## config.mk

```make
export PLATFORM = sky130hd
export DESIGN_NAME = swb_core
export DESIGN_NICKNAME = d
export VERILOG_FILES = /design/src/pkg/swb_pkg.sv /design/src/hdl/swb_alu.sv /design/src/hdl/swb_core.sv
export SDC_FILE = /design/constraint.sdc
export NUM_CORES = 1
export LEC_CHECK = 0
export ABC_CLOCK_PERIOD_IN_PS = 2400
export BUFFER_PORTS_ARGS = -buffer_cell sky130_fd_sc_hd__buf_4
export CAP_MARGIN = 20
export CORE_MARGIN = 5
export CORE_UTILIZATION = 38
export DETAILED_ROUTE_END_ITERATION = 16
export GPL_ROUTABILITY_DRIVEN = 1
export GPL_TIMING_DRIVEN = 0
export HOLD_SLACK_MARGIN = 0.08
export PLACE_DENSITY = 0.72
export SYNTH_ARGS = -nofsm -noshare
export SYNTH_HDL_FRONTEND = slang
export SYNTH_SLANG_ARGS = --single-unit
```

## constraint.sdc

```tcl
create_clock -name mclk -period 2.4 [get_ports mclk]
set_clock_uncertainty 0.2 [all_clocks]
set_input_delay 0.48 -clock mclk [delete_from_list [all_inputs] [get_ports mclk]]
set_output_delay 0.48 -clock mclk [all_outputs]
set_load 0.01 [all_outputs]
```

## src/pkg/swb_pkg.sv

```systemverilog
// Package for the subtract-w-from-file-with-borrow execution block.
// Assumes a four-phase instruction cycle driven from mclk inside the block.
package swb_pkg;
  localparam logic [5:0] SWB_OPCODE = 6'h16;
  localparam int SWB_OP_HI = 15;
  localparam int SWB_OP_LO = 10;
  localparam int SWB_D_BIT = 9;
  localparam int SWB_A_BIT = 8;
  localparam logic [7:0] SWB_ILO_MAX = 8'h5f;
  localparam logic [7:0] SWB_ACCESS_HI_BASE = 8'h60;
  localparam logic [3:0] SWB_BANK_ACCESS_LO = 4'h0;
  localparam logic [3:0] SWB_BANK_ACCESS_HI = 4'hf;
  localparam logic [7:0] SWB_W_RESET = 8'h00;
  localparam logic [4:0] SWB_FLAGS_RESET = 5'h00;

  typedef enum logic [3:0] {
    SWB_Q1 = 4'h1,
    SWB_Q2 = 4'h2,
    SWB_Q3 = 4'h4,
    SWB_Q4 = 4'h8
  } swb_phase_t;

  typedef struct packed {
    logic n;
    logic ov;
    logic z;
    logic dc;
    logic c;
  } swb_flags_t;

  typedef struct packed {
    logic we;
    logic [11:0] addr;
    logic [7:0] data;
  } swb_mem_wr_t;

  typedef struct packed {
    logic [7:0] diff;
    swb_flags_t flags;
  } swb_alu_out_t;
endpackage : swb_pkg

```

## src/hdl/swb_alu.sv

```systemverilog
// Eight-bit subtract-with-borrow arithmetic and flag generation.
// Purely combinational; the caller registers the result.
`timescale 1ns/1ps
module swb_alu
  import swb_pkg::*;
(
  // Operands
  input wire logic [7:0] f_val,
  input wire logic [7:0] w_val,
  input wire logic carry_in,
  // Result
  output swb_alu_out_t res
);
  logic [8:0] full;
  logic [4:0] low;
  logic borrow_in;

  always_comb begin
    borrow_in = ~carry_in;
    full = {1'b0, f_val} - {1'b0, w_val} - {8'h00, borrow_in};
    low = {1'b0, f_val[3:0]} - {1'b0, w_val[3:0]} - {4'h0, borrow_in};
    res.diff = full[7:0];
    res.flags.n = full[7];
    res.flags.z = (full[7:0] == 8'h00);
    res.flags.c = ~full[8];
    res.flags.dc = ~low[4];
    // Signed overflow: operands differ in sign and result sign follows the subtrahend.
    res.flags.ov = (f_val[7] ^ w_val[7]) & (f_val[7] ^ full[7]);
  end
endmodule : swb_alu

```

## src/hdl/swb_core.sv

```systemverilog
// Execution unit for the subtract-w-from-file-with-borrow instruction.
// Assumes the data memory answers a read address combinationally and the
// instruction word is stable for the whole four-phase cycle.
// Assumes the working register and status flags live here, so the next
// instruction sees the result of this one without a forwarding path.
// A file write is a one-cycle strobe in the cycle after the write phase;
// the data memory must take it at that cycle's closing edge.
// The bank and index inputs need only be valid during the decode phase.
`timescale 1ns/1ps
module swb_core
  import swb_pkg::*;
(
  // Clock and reset
  input wire logic mclk,
  input wire logic rstn,
  // Instruction and addressing context
  input wire logic [15:0] instr,
  input wire logic ext_set_en,
  input wire logic [3:0] bank_select_register,
  input wire logic [11:0] index_base,
  // Data memory read port
  output logic [11:0] rd_addr,
  input wire logic [7:0] rd_data,
  // Data memory write port
  output swb_mem_wr_t mem_wr,
  // Architectural state
  output logic [7:0] w_reg,
  output swb_flags_t flags,
  output swb_phase_t phase,
  output logic exec_done
);
  typedef struct packed {
    swb_phase_t phase;
    logic hit;
    logic dest_f;
    logic [11:0] addr;
    logic [7:0] f_val;
    logic [7:0] diff;
    swb_flags_t flags_new;
    logic [7:0] w;
    swb_flags_t flags;
    swb_mem_wr_t wr;
    logic done;
  } swb_state_t;

  swb_state_t s_q;
  swb_state_t s_d;
  swb_alu_out_t alu_res;

  // Instruction fields, named once so the phase logic reads like the encoding.
  logic [5:0] op_field;
  logic dest_bit;
  logic bank_bit;
  logic [7:0] faddr;
  logic op_match;
  logic idx_window;
  logic access_hi;

  // How the file operand address is formed; exactly one way applies per word.
  typedef enum logic [3:0] {
    SWB_AM_BANKED = 4'h1,
    SWB_AM_INDEXED = 4'h2,
    SWB_AM_ACCESS_LO = 4'h4,
    SWB_AM_ACCESS_HI = 4'h8
  } swb_amode_t;

  swb_amode_t amode;
  logic [11:0] ea;
  logic [11:0] idx_addr;
  logic [11:0] banked_addr;
  logic [11:0] access_addr;

  // Write-phase commit decode.
  logic commit;
  logic commit_file;
  logic commit_w;

  assign op_field = instr[SWB_OP_HI:SWB_OP_LO];
  assign dest_bit = instr[SWB_D_BIT];
  assign bank_bit = instr[SWB_A_BIT];
  assign faddr = instr[7:0];
  assign op_match = (op_field == SWB_OPCODE);
  assign idx_window = ext_set_en && (faddr <= SWB_ILO_MAX);
  assign access_hi = (faddr >= SWB_ACCESS_HI_BASE);

  // The index sum is kept to the address width, so a base near the top wraps to bank 0.
  assign idx_addr = index_base + {4'h0, faddr};
  assign banked_addr = {bank_select_register, faddr};
  assign access_addr = access_hi ? {SWB_BANK_ACCESS_HI, faddr} :
    {SWB_BANK_ACCESS_LO, faddr};

  // A refused word still runs all four phases, but nothing is committed.
  assign commit = (s_q.phase == SWB_Q4) && s_q.hit;
  assign commit_file = commit && s_q.dest_f;
  assign commit_w = commit && !s_q.dest_f;

  // The arithmetic sees the captured operand and the committed working register and carry.
  swb_alu u_alu (
    .f_val(s_q.f_val),
    .w_val(s_q.w),
    .carry_in(s_q.flags.c),
    .res(alu_res)
  );

  always_comb begin
    s_d = s_q;
    s_d.wr.we = 1'b0;
    s_d.done = 1'b0;

    // A set bank bit always wins, so the indexed window only opens for the access form.
    if (bank_bit) begin
      amode = SWB_AM_BANKED;
    end else if (idx_window) begin
      amode = SWB_AM_INDEXED;
    end else if (access_hi) begin
      amode = SWB_AM_ACCESS_HI;
    end else begin
      amode = SWB_AM_ACCESS_LO;
    end

    // Only the selected form reaches the state; the others are computed and dropped.
    case (amode)
      SWB_AM_BANKED: begin
        ea = banked_addr;
      end
      SWB_AM_INDEXED: begin
        ea = idx_addr;
      end
      SWB_AM_ACCESS_LO: begin
        ea = access_addr;
      end
      SWB_AM_ACCESS_HI: begin
        ea = access_addr;
      end
      default: begin
        ea = access_addr;
      end
    endcase

    case (s_q.phase)
      // Decode: the operand address is frozen here, so later changes of the bank inputs
      // cannot move it.
      SWB_Q1: begin
        s_d.hit = op_match;
        s_d.dest_f = dest_bit;
        s_d.addr = ea;
        s_d.phase = SWB_Q2;
      end
      // Read: memory answers within the phase and its data is taken at the closing edge.
      SWB_Q2: begin
        s_d.f_val = rd_data;
        s_d.phase = SWB_Q3;
      end
      // Process: working register and carry are those left by the previous word.
      SWB_Q3: begin
        s_d.diff = alu_res.diff;
        s_d.flags_new = alu_res.flags;
        s_d.phase = SWB_Q4;
      end
      // Write: the flags change at the same edge as the working register, or as the file write strobe is raised.
      SWB_Q4: begin
        if (commit) begin
          s_d.flags = s_q.flags_new;
          s_d.done = 1'b1;
        end
        if (commit_file) begin
          s_d.wr.we = 1'b1;
          s_d.wr.addr = s_q.addr;
          s_d.wr.data = s_q.diff;
        end
        if (commit_w) begin
          s_d.w = s_q.diff;
        end
        s_d.phase = SWB_Q1;
      end
      default: begin
        s_d.phase = SWB_Q1;
      end
    endcase
  end

  // Working register and flags come up cleared, so the first word sees a borrow.
  always_ff @(posedge mclk or negedge rstn) begin
    if (!rstn) begin
      s_q.phase <= SWB_Q1;
      s_q.hit <= 1'b0;
      s_q.dest_f <= 1'b0;
      s_q.addr <= '0;
      s_q.f_val <= '0;
      s_q.diff <= '0;
      s_q.flags_new <= SWB_FLAGS_RESET;
      s_q.w <= SWB_W_RESET;
      s_q.flags <= SWB_FLAGS_RESET;
      s_q.wr <= '0;
      s_q.done <= 1'b0;
    end else begin
      s_q <= s_d;
    end
  end

  // The read address is held in a flop, so the file operand is sampled a phase after decode.
  // Memory ports come straight from the state flops.
  assign rd_addr = s_q.addr;
  assign mem_wr = s_q.wr;

  // Architectural state and sequencing.
  assign w_reg = s_q.w;
  assign flags = s_q.flags;
  assign phase = s_q.phase;
  assign exec_done = s_q.done;
endmodule : swb_core

```

# == After elaboration in Yosys (flattened, before gate mapping) ==
# Cells that the tools add are included.
# totals
regBits,74
inputBits,43
out_inout_bits,51
elab_cells,59
# classes
eq_ne,7
order_cmp,2
bitwise_logic,6
n_reduce_logical,9
muxes,9
add_sub_neg,5
# ops
cell,count
12-bit case mux with 2 select lines,1
22-bit 2-to-1 mux,1
21-bit 2-to-1 mux,1
12-bit by 8-bit adder with 12-bit output,1
12-bit 2-to-1 mux,1
4-bit 2-to-1 mux,3
4-bit case mux with 3 select lines,1
8-bit by 8-bit subtractor with 9-bit output,1
9-bit by 1-bit subtractor with 9-bit output,1
4-bit by 1-bit == test with 1-bit output (second input constant),2
4-bit by 2-bit == test with 1-bit output (second input constant),2
8-bit by 7-bit greater-or-equal comparator with 1-bit output (second input constant),1
8-bit by 7-bit less-or-equal comparator with 1-bit output (second input constant),1
8-bit logical NOT,1
6-bit by 5-bit == test with 1-bit output (second input constant),1
2-bit AND reduction,3
4-bit by 4-bit subtractor with 5-bit output,1
5-bit by 1-bit subtractor with 5-bit output,1
4-bit by 3-bit == test with 1-bit output (second input constant),1
4-bit == test (second input constant),1
1-bit logical AND,4
1-bit inverter,3
1-bit bitwise XOR,2
1-bit AND,1
2 further kinds,2

# == Longest topological paths before layout ==
# logic_depth
word_depth,6
ltp_mapped,10
depth_no_buf,10

# == Modules after synthesis ==
# From an unflattened synthesis, not the netlist that was laid out.
# hier_totals
hier_cells,382
area_unflattened_um2,4352.9
# by_module_without_submodules
module,seq_area_each_um2,area_each_um2,cells_per_inst,n_inst
swb_core,1853.0,3762.4,305,1
swb_alu,0.0,590.6,77,1

# == Least setup slack after synthesis ==
# Ideal clock, no wire load.
# synth_timing
path_type,reg-to-reg
start,"register, netlist name flags[0]"
end,register s_q[35] in the netlist's numbering
period_less_slack_ns,2.350
arrival_time_ns,2.054
t_required_ns,2.105
setup_ns,0.095
path_buffers,0
slack_ns,0.050
path_stages_with_launch,11
cell_sequence,dfrtp_1 inv_1 fa_1 inv_1 fa_1 nand2b_1 a21oi_1 a21boi_0 o21ai_0 a21oi_1 o31ai_1
# synth_between
elab_chain_len,3
# synth_lines
element,line_no,rtl
1-bit inverter,swb_alu.sv:19,borrow_in = ~carry_in;
9-bit by 1-bit subtractor with 9-bit output,swb_alu.sv:20,"full = {1'b0, f_val} - {1'b0, w_val} - {8'h00, borrow_in};"
1-bit inverter,swb_alu.sv:25,res.flags.c = ~full[8];
"end, declared",swb_core.sv:46,swb_state_t s_q;
# Every way passes these cells.
# A chain may end at the register's enable or synchronous reset.

# == Worst setup path after layout ==
# layout_timing
start,"register, netlist name flags[0]"
end,register s_q[37] in the netlist's numbering
# layout_between
elab_chain_len,3
# layout_lines
element,line_no,rtl
1-bit inverter,swb_alu.sv:19,
9-bit by 1-bit subtractor with 9-bit output,swb_alu.sv:20,
8-bit logical NOT,swb_alu.sv:24,res.flags.z = (full[7:0] == 8'h00);
# Every way passes these cells.

==> results.py <==
metrics = {
    "logic_synthesis": {
        "syn-instance-count": 391,
        "post_synth_design_cell_area_sq_um": 4170,
        "ys.flop_type": "sky130_fd_sc_hd__dfrtp_1",
        "synth-seq-area-share_pct": 43.8,
        "ys_seq_elements": 73,
        "synthesis.area_per_instance_sq_um": 10.7,
        "asyncSetResetFlopFracSynth_pct": 100,
        "number_of_enable_type_register_cells_in_the_synthesized_netlist": 0,
        "yosys_warnings": 0,
        "synth.largest_area_cell": "sky130_fd_sc_hd__dfrtp_1",
        "yosys.cell_types.count": 48,
        "syn_nets": 459,
        "synth_top_cells_by_count": "sky130_fd_sc_hd__dfrtp_1 (72), sky130_fd_sc_hd__buf_4 (50), sky130_fd_sc_hd__nand2_1 (42), sky130_fd_sc_hd__inv_1 (28), sky130_fd_sc_hd__o21ai_0 (27)",
        "ys_top_cells_by_area": "sky130_fd_sc_hd__dfrtp_1 (43%), sky130_fd_sc_hd__buf_4 (9.0%), sky130_fd_sc_hd__mux2_4 (7.9%)",
        "synth_top_cell_area_share_pct": 43.2,
        "leading_cell_type_by_number_of_instances_after_synthesis": "sky130_fd_sc_hd__dfrtp_1",
    },
    "final_layout": {
        "fillCellCount": 942,
        "design_area_sq_um": 5440,
        "num-nets-final": 570,
        "largest_register_ff_count": 22,
        "synthesis_to_finish_area_growth_pct": 30.4,
        "final_layout_size_suffix_gt1_share_pct": 46.0,
        "top_register": "s_q",
        "antenna-diode-count": 0,
        "regArea_sq_um": 1830,
        "multi_input_area_sq_um": 1930,
    },
    "sta": {
        "period_share_pct": 101,
        "unrepaired_setup_endpoints_after_global_routing": "true",
        "transition_at_the_pin_with_the_smallest_max_transition_slack_ns": 0.890,
        "final-hold-violation-count": 0,
        "timing.max_slew.rel_slack_pct": 40.7,
        "finalCriticalPeriod_ns": 2.43,
        "whs_ns": 0.0656,
        "final.setup.tns_ns": -0.0436,
        "finalSetupViolCount": 3,
        "max_freq_mhz": 412,
        "finalMaxSlewViolations": 0,
        "post-route-worst-setup-slack_ns": -0.0251,
    },
    "critical_path": {
        "crit_path_end_kind": "flip-flop",
        "path_buf_inv": 2,
        "critical-path-max-stage-delay_ns": 0.39,
        "required_time_of_the_critical_path_ns": 2.45,
        "crit_path_max_delay_family": "adder cells",
        "critical_path.max_fanout": 4,
        "kind_of_start_point_of_the_critical_path": "flip-flop",
        "timing.critical_path.arrival_ns": 2.48,
        "critical_path.cell_chain": "inv_2 > fa_2 > inv_2 > fa_2 > nand2b_4 > a21oi_4 > a211oi_2 > xnor2_1 > nand4_1 > o31ai_1",
        "critPathKind": "reg -> reg",
        "crit_slowest_cell": "sky130_fd_sc_hd__dfrtp_1",
    },
    "run_status": {
        "run_status": "finished with violations",
        "violations": "negative setup slack",
    },
    "global_routing": {
        "grt_pass1_wl_mm": 14.9,
        "grt_antenna_before_repair": 0,
        "grt_overflow": 0,
        "number_of_global_route_vias_before_repair": 3136,
        "grt_max_degree": 74,
        "grt.total_usage_pct": 14.2,
    },
    "route": {
        "drt_pre_antenna_iters": 4,
        "antenna_violating_nets_post_route": 0,
        "drt-total-wl_mm": 9.32,
        "mean_routed_wirelength_per_cell_microns": 14.4,
        "dr.first_iter.drc_count": 100,
        "routed-via-count": 3054,
        "detail_route.vias_per_cell": 4.73,
        "post-route-drc-count": 0,
    },
    "floorplan": {
        "design.die.area_sq_um": 13200,
        "placeableCoreArea_sq_um": 10800,
        "placement_rows": 38,
        "io_pins": 94,
        "die_height_microns": 115,
        "horizontal_die_dimension_microns": 115,
        "floorplan.initialDensity_pct": 38.7,
    },
    "clock_tree": {
        "clock_tree.root_cell": "sky130_fd_sc_hd__clkbuf_8",
        "tritoncts": "built",
        "clock_slew_at_reported_path_ffs_ns": 0.08,
        "worst_skew_pair.late_latency_ns": 0.34,
        "cts_made_buffers": 9,
        "sinks_on_the_clock_net": 73,
        "ctsHtreeMaxLevel": 3,
        "cts.path.max_buffers": 2,
        "post_cts_hold_buffer_count": 0,
    },
    "placement": {
        "worst_slack_at_placement_ns": -0.250,
        "portBuffers": 93,
        "globalplace.congestion": 0.910,
        "post_dp_cell_area_sq_um": 5050,
        "dp_hpwl_mm": 6.97,
    },
    "pwr": {
        "total_power_mw": 3.15,
        "max-vdd-ir-drop_v": 0.000255,
        "total_leakage_power_nw": 2.83,
        "powerDensity_nw_per_um2": 578,
    },
    "run": {
        "drv_cap": 0,
    },
    "hold_path": {
        "min-delay-path-class": "in -> async",
    },
}
cell families (layout without fill, tap and decap cells):
group | Yosys count | count (layout) | share of synthesized area [%]
simple gates | 88 | 88 | 10.8
buf+inv | 88 | 203 | 13.0
flops | 73 | 73 | 43.8
compound gates | 64 | 64 | 9.21
mux | 37 | 37 | 11.9
fa+ha+maj | 25 | 25 | 8.04
xor+xnor | 16 | 16 | 3.36
final timing paths:
path                          start    endpoint  slack (ns)  cells after the start
setup / recovery           flags[0]     s_q[37]       -0.03                     10
hold / removal                 rstn    w_reg[5]        0.07                      1
setup reg to reg           flags[0]     s_q[37]       -0.03                     10
hold reg to reg             s_q[69]     s_q[69]        0.27                      2
max in group asynchronous      rstn  rd_addr[6]        1.36                      1
min in group mclk          instr[9]     s_q[68]        0.13                      3
power by group:
part / switching, mW / total, mW / internal (mW)
clock: 0.449 / 1.06 / 0.606
combinational: 0.315 / 0.697 / 0.381
sequential: 0.0706 / 1.39 / 1.32
through the flow:
step	cells	util, %
floorplan	391	-
global placement	624	46.8
detailed placement	624	46.8
CTS	642	49.7
global route	646	50.4
finish	646	50.4
timing repair:
item	CTS	global route
gates resized for setup	17	17
pin swaps	4	11
setup buffers	3	4
setup endpoints to repair	6	5
placed cells by master, fill, tap and decap left out, drive strengths merged, types with 12 or more instances in the layout:
| cell | instances |
|---|---|
| nor2 | 12 |
| a21oi | 13 |
| buf | 153 |
| o21ai | 28 |
| mux2 | 34 |
| inv | 28 |
| clkbuf | 16 |
| ha | 22 |
| dfrtp | 72 |
| nand2 | 43 |
final cells by class:
type                    instances  share of cell area, %
plain buffers                  59                   7.93
clock buffers                  10                   2.53
clock inverters                 5                   1.47
inverters                      29                   2.00
multi-input cells             230                   35.5
flip-flops and latches         73                   33.6
well taps                     140                   3.22
repair buffers                100                   13.8
layer usage:
metal	routed length (microns)	GRT usage (%)	vias up
met3	685	2.95	12
met4	123	5.01	0
met2	4460	23.6	110
met1	4050	18.6	1444
li1	-	-	1488
met5	0	0	-
worst register-to-register path, stage by stage (launching register included):
cell	delay, ns
sky130_fd_sc_hd__dfrtp_1	0.39
sky130_fd_sc_hd__inv_2	0.07
sky130_fd_sc_hd__fa_2	0.19
sky130_fd_sc_hd__inv_2	0.05
sky130_fd_sc_hd__fa_2	0.36
sky130_fd_sc_hd__nand2b_4	0.16
sky130_fd_sc_hd__a21oi_4	0.20
sky130_fd_sc_hd__a211oi_2	0.11
sky130_fd_sc_hd__xnor2_1	0.23
sky130_fd_sc_hd__nand4_1	0.12
sky130_fd_sc_hd__o31ai_1	0.24
No activity file was read; power rests on OpenSTA's default activity.
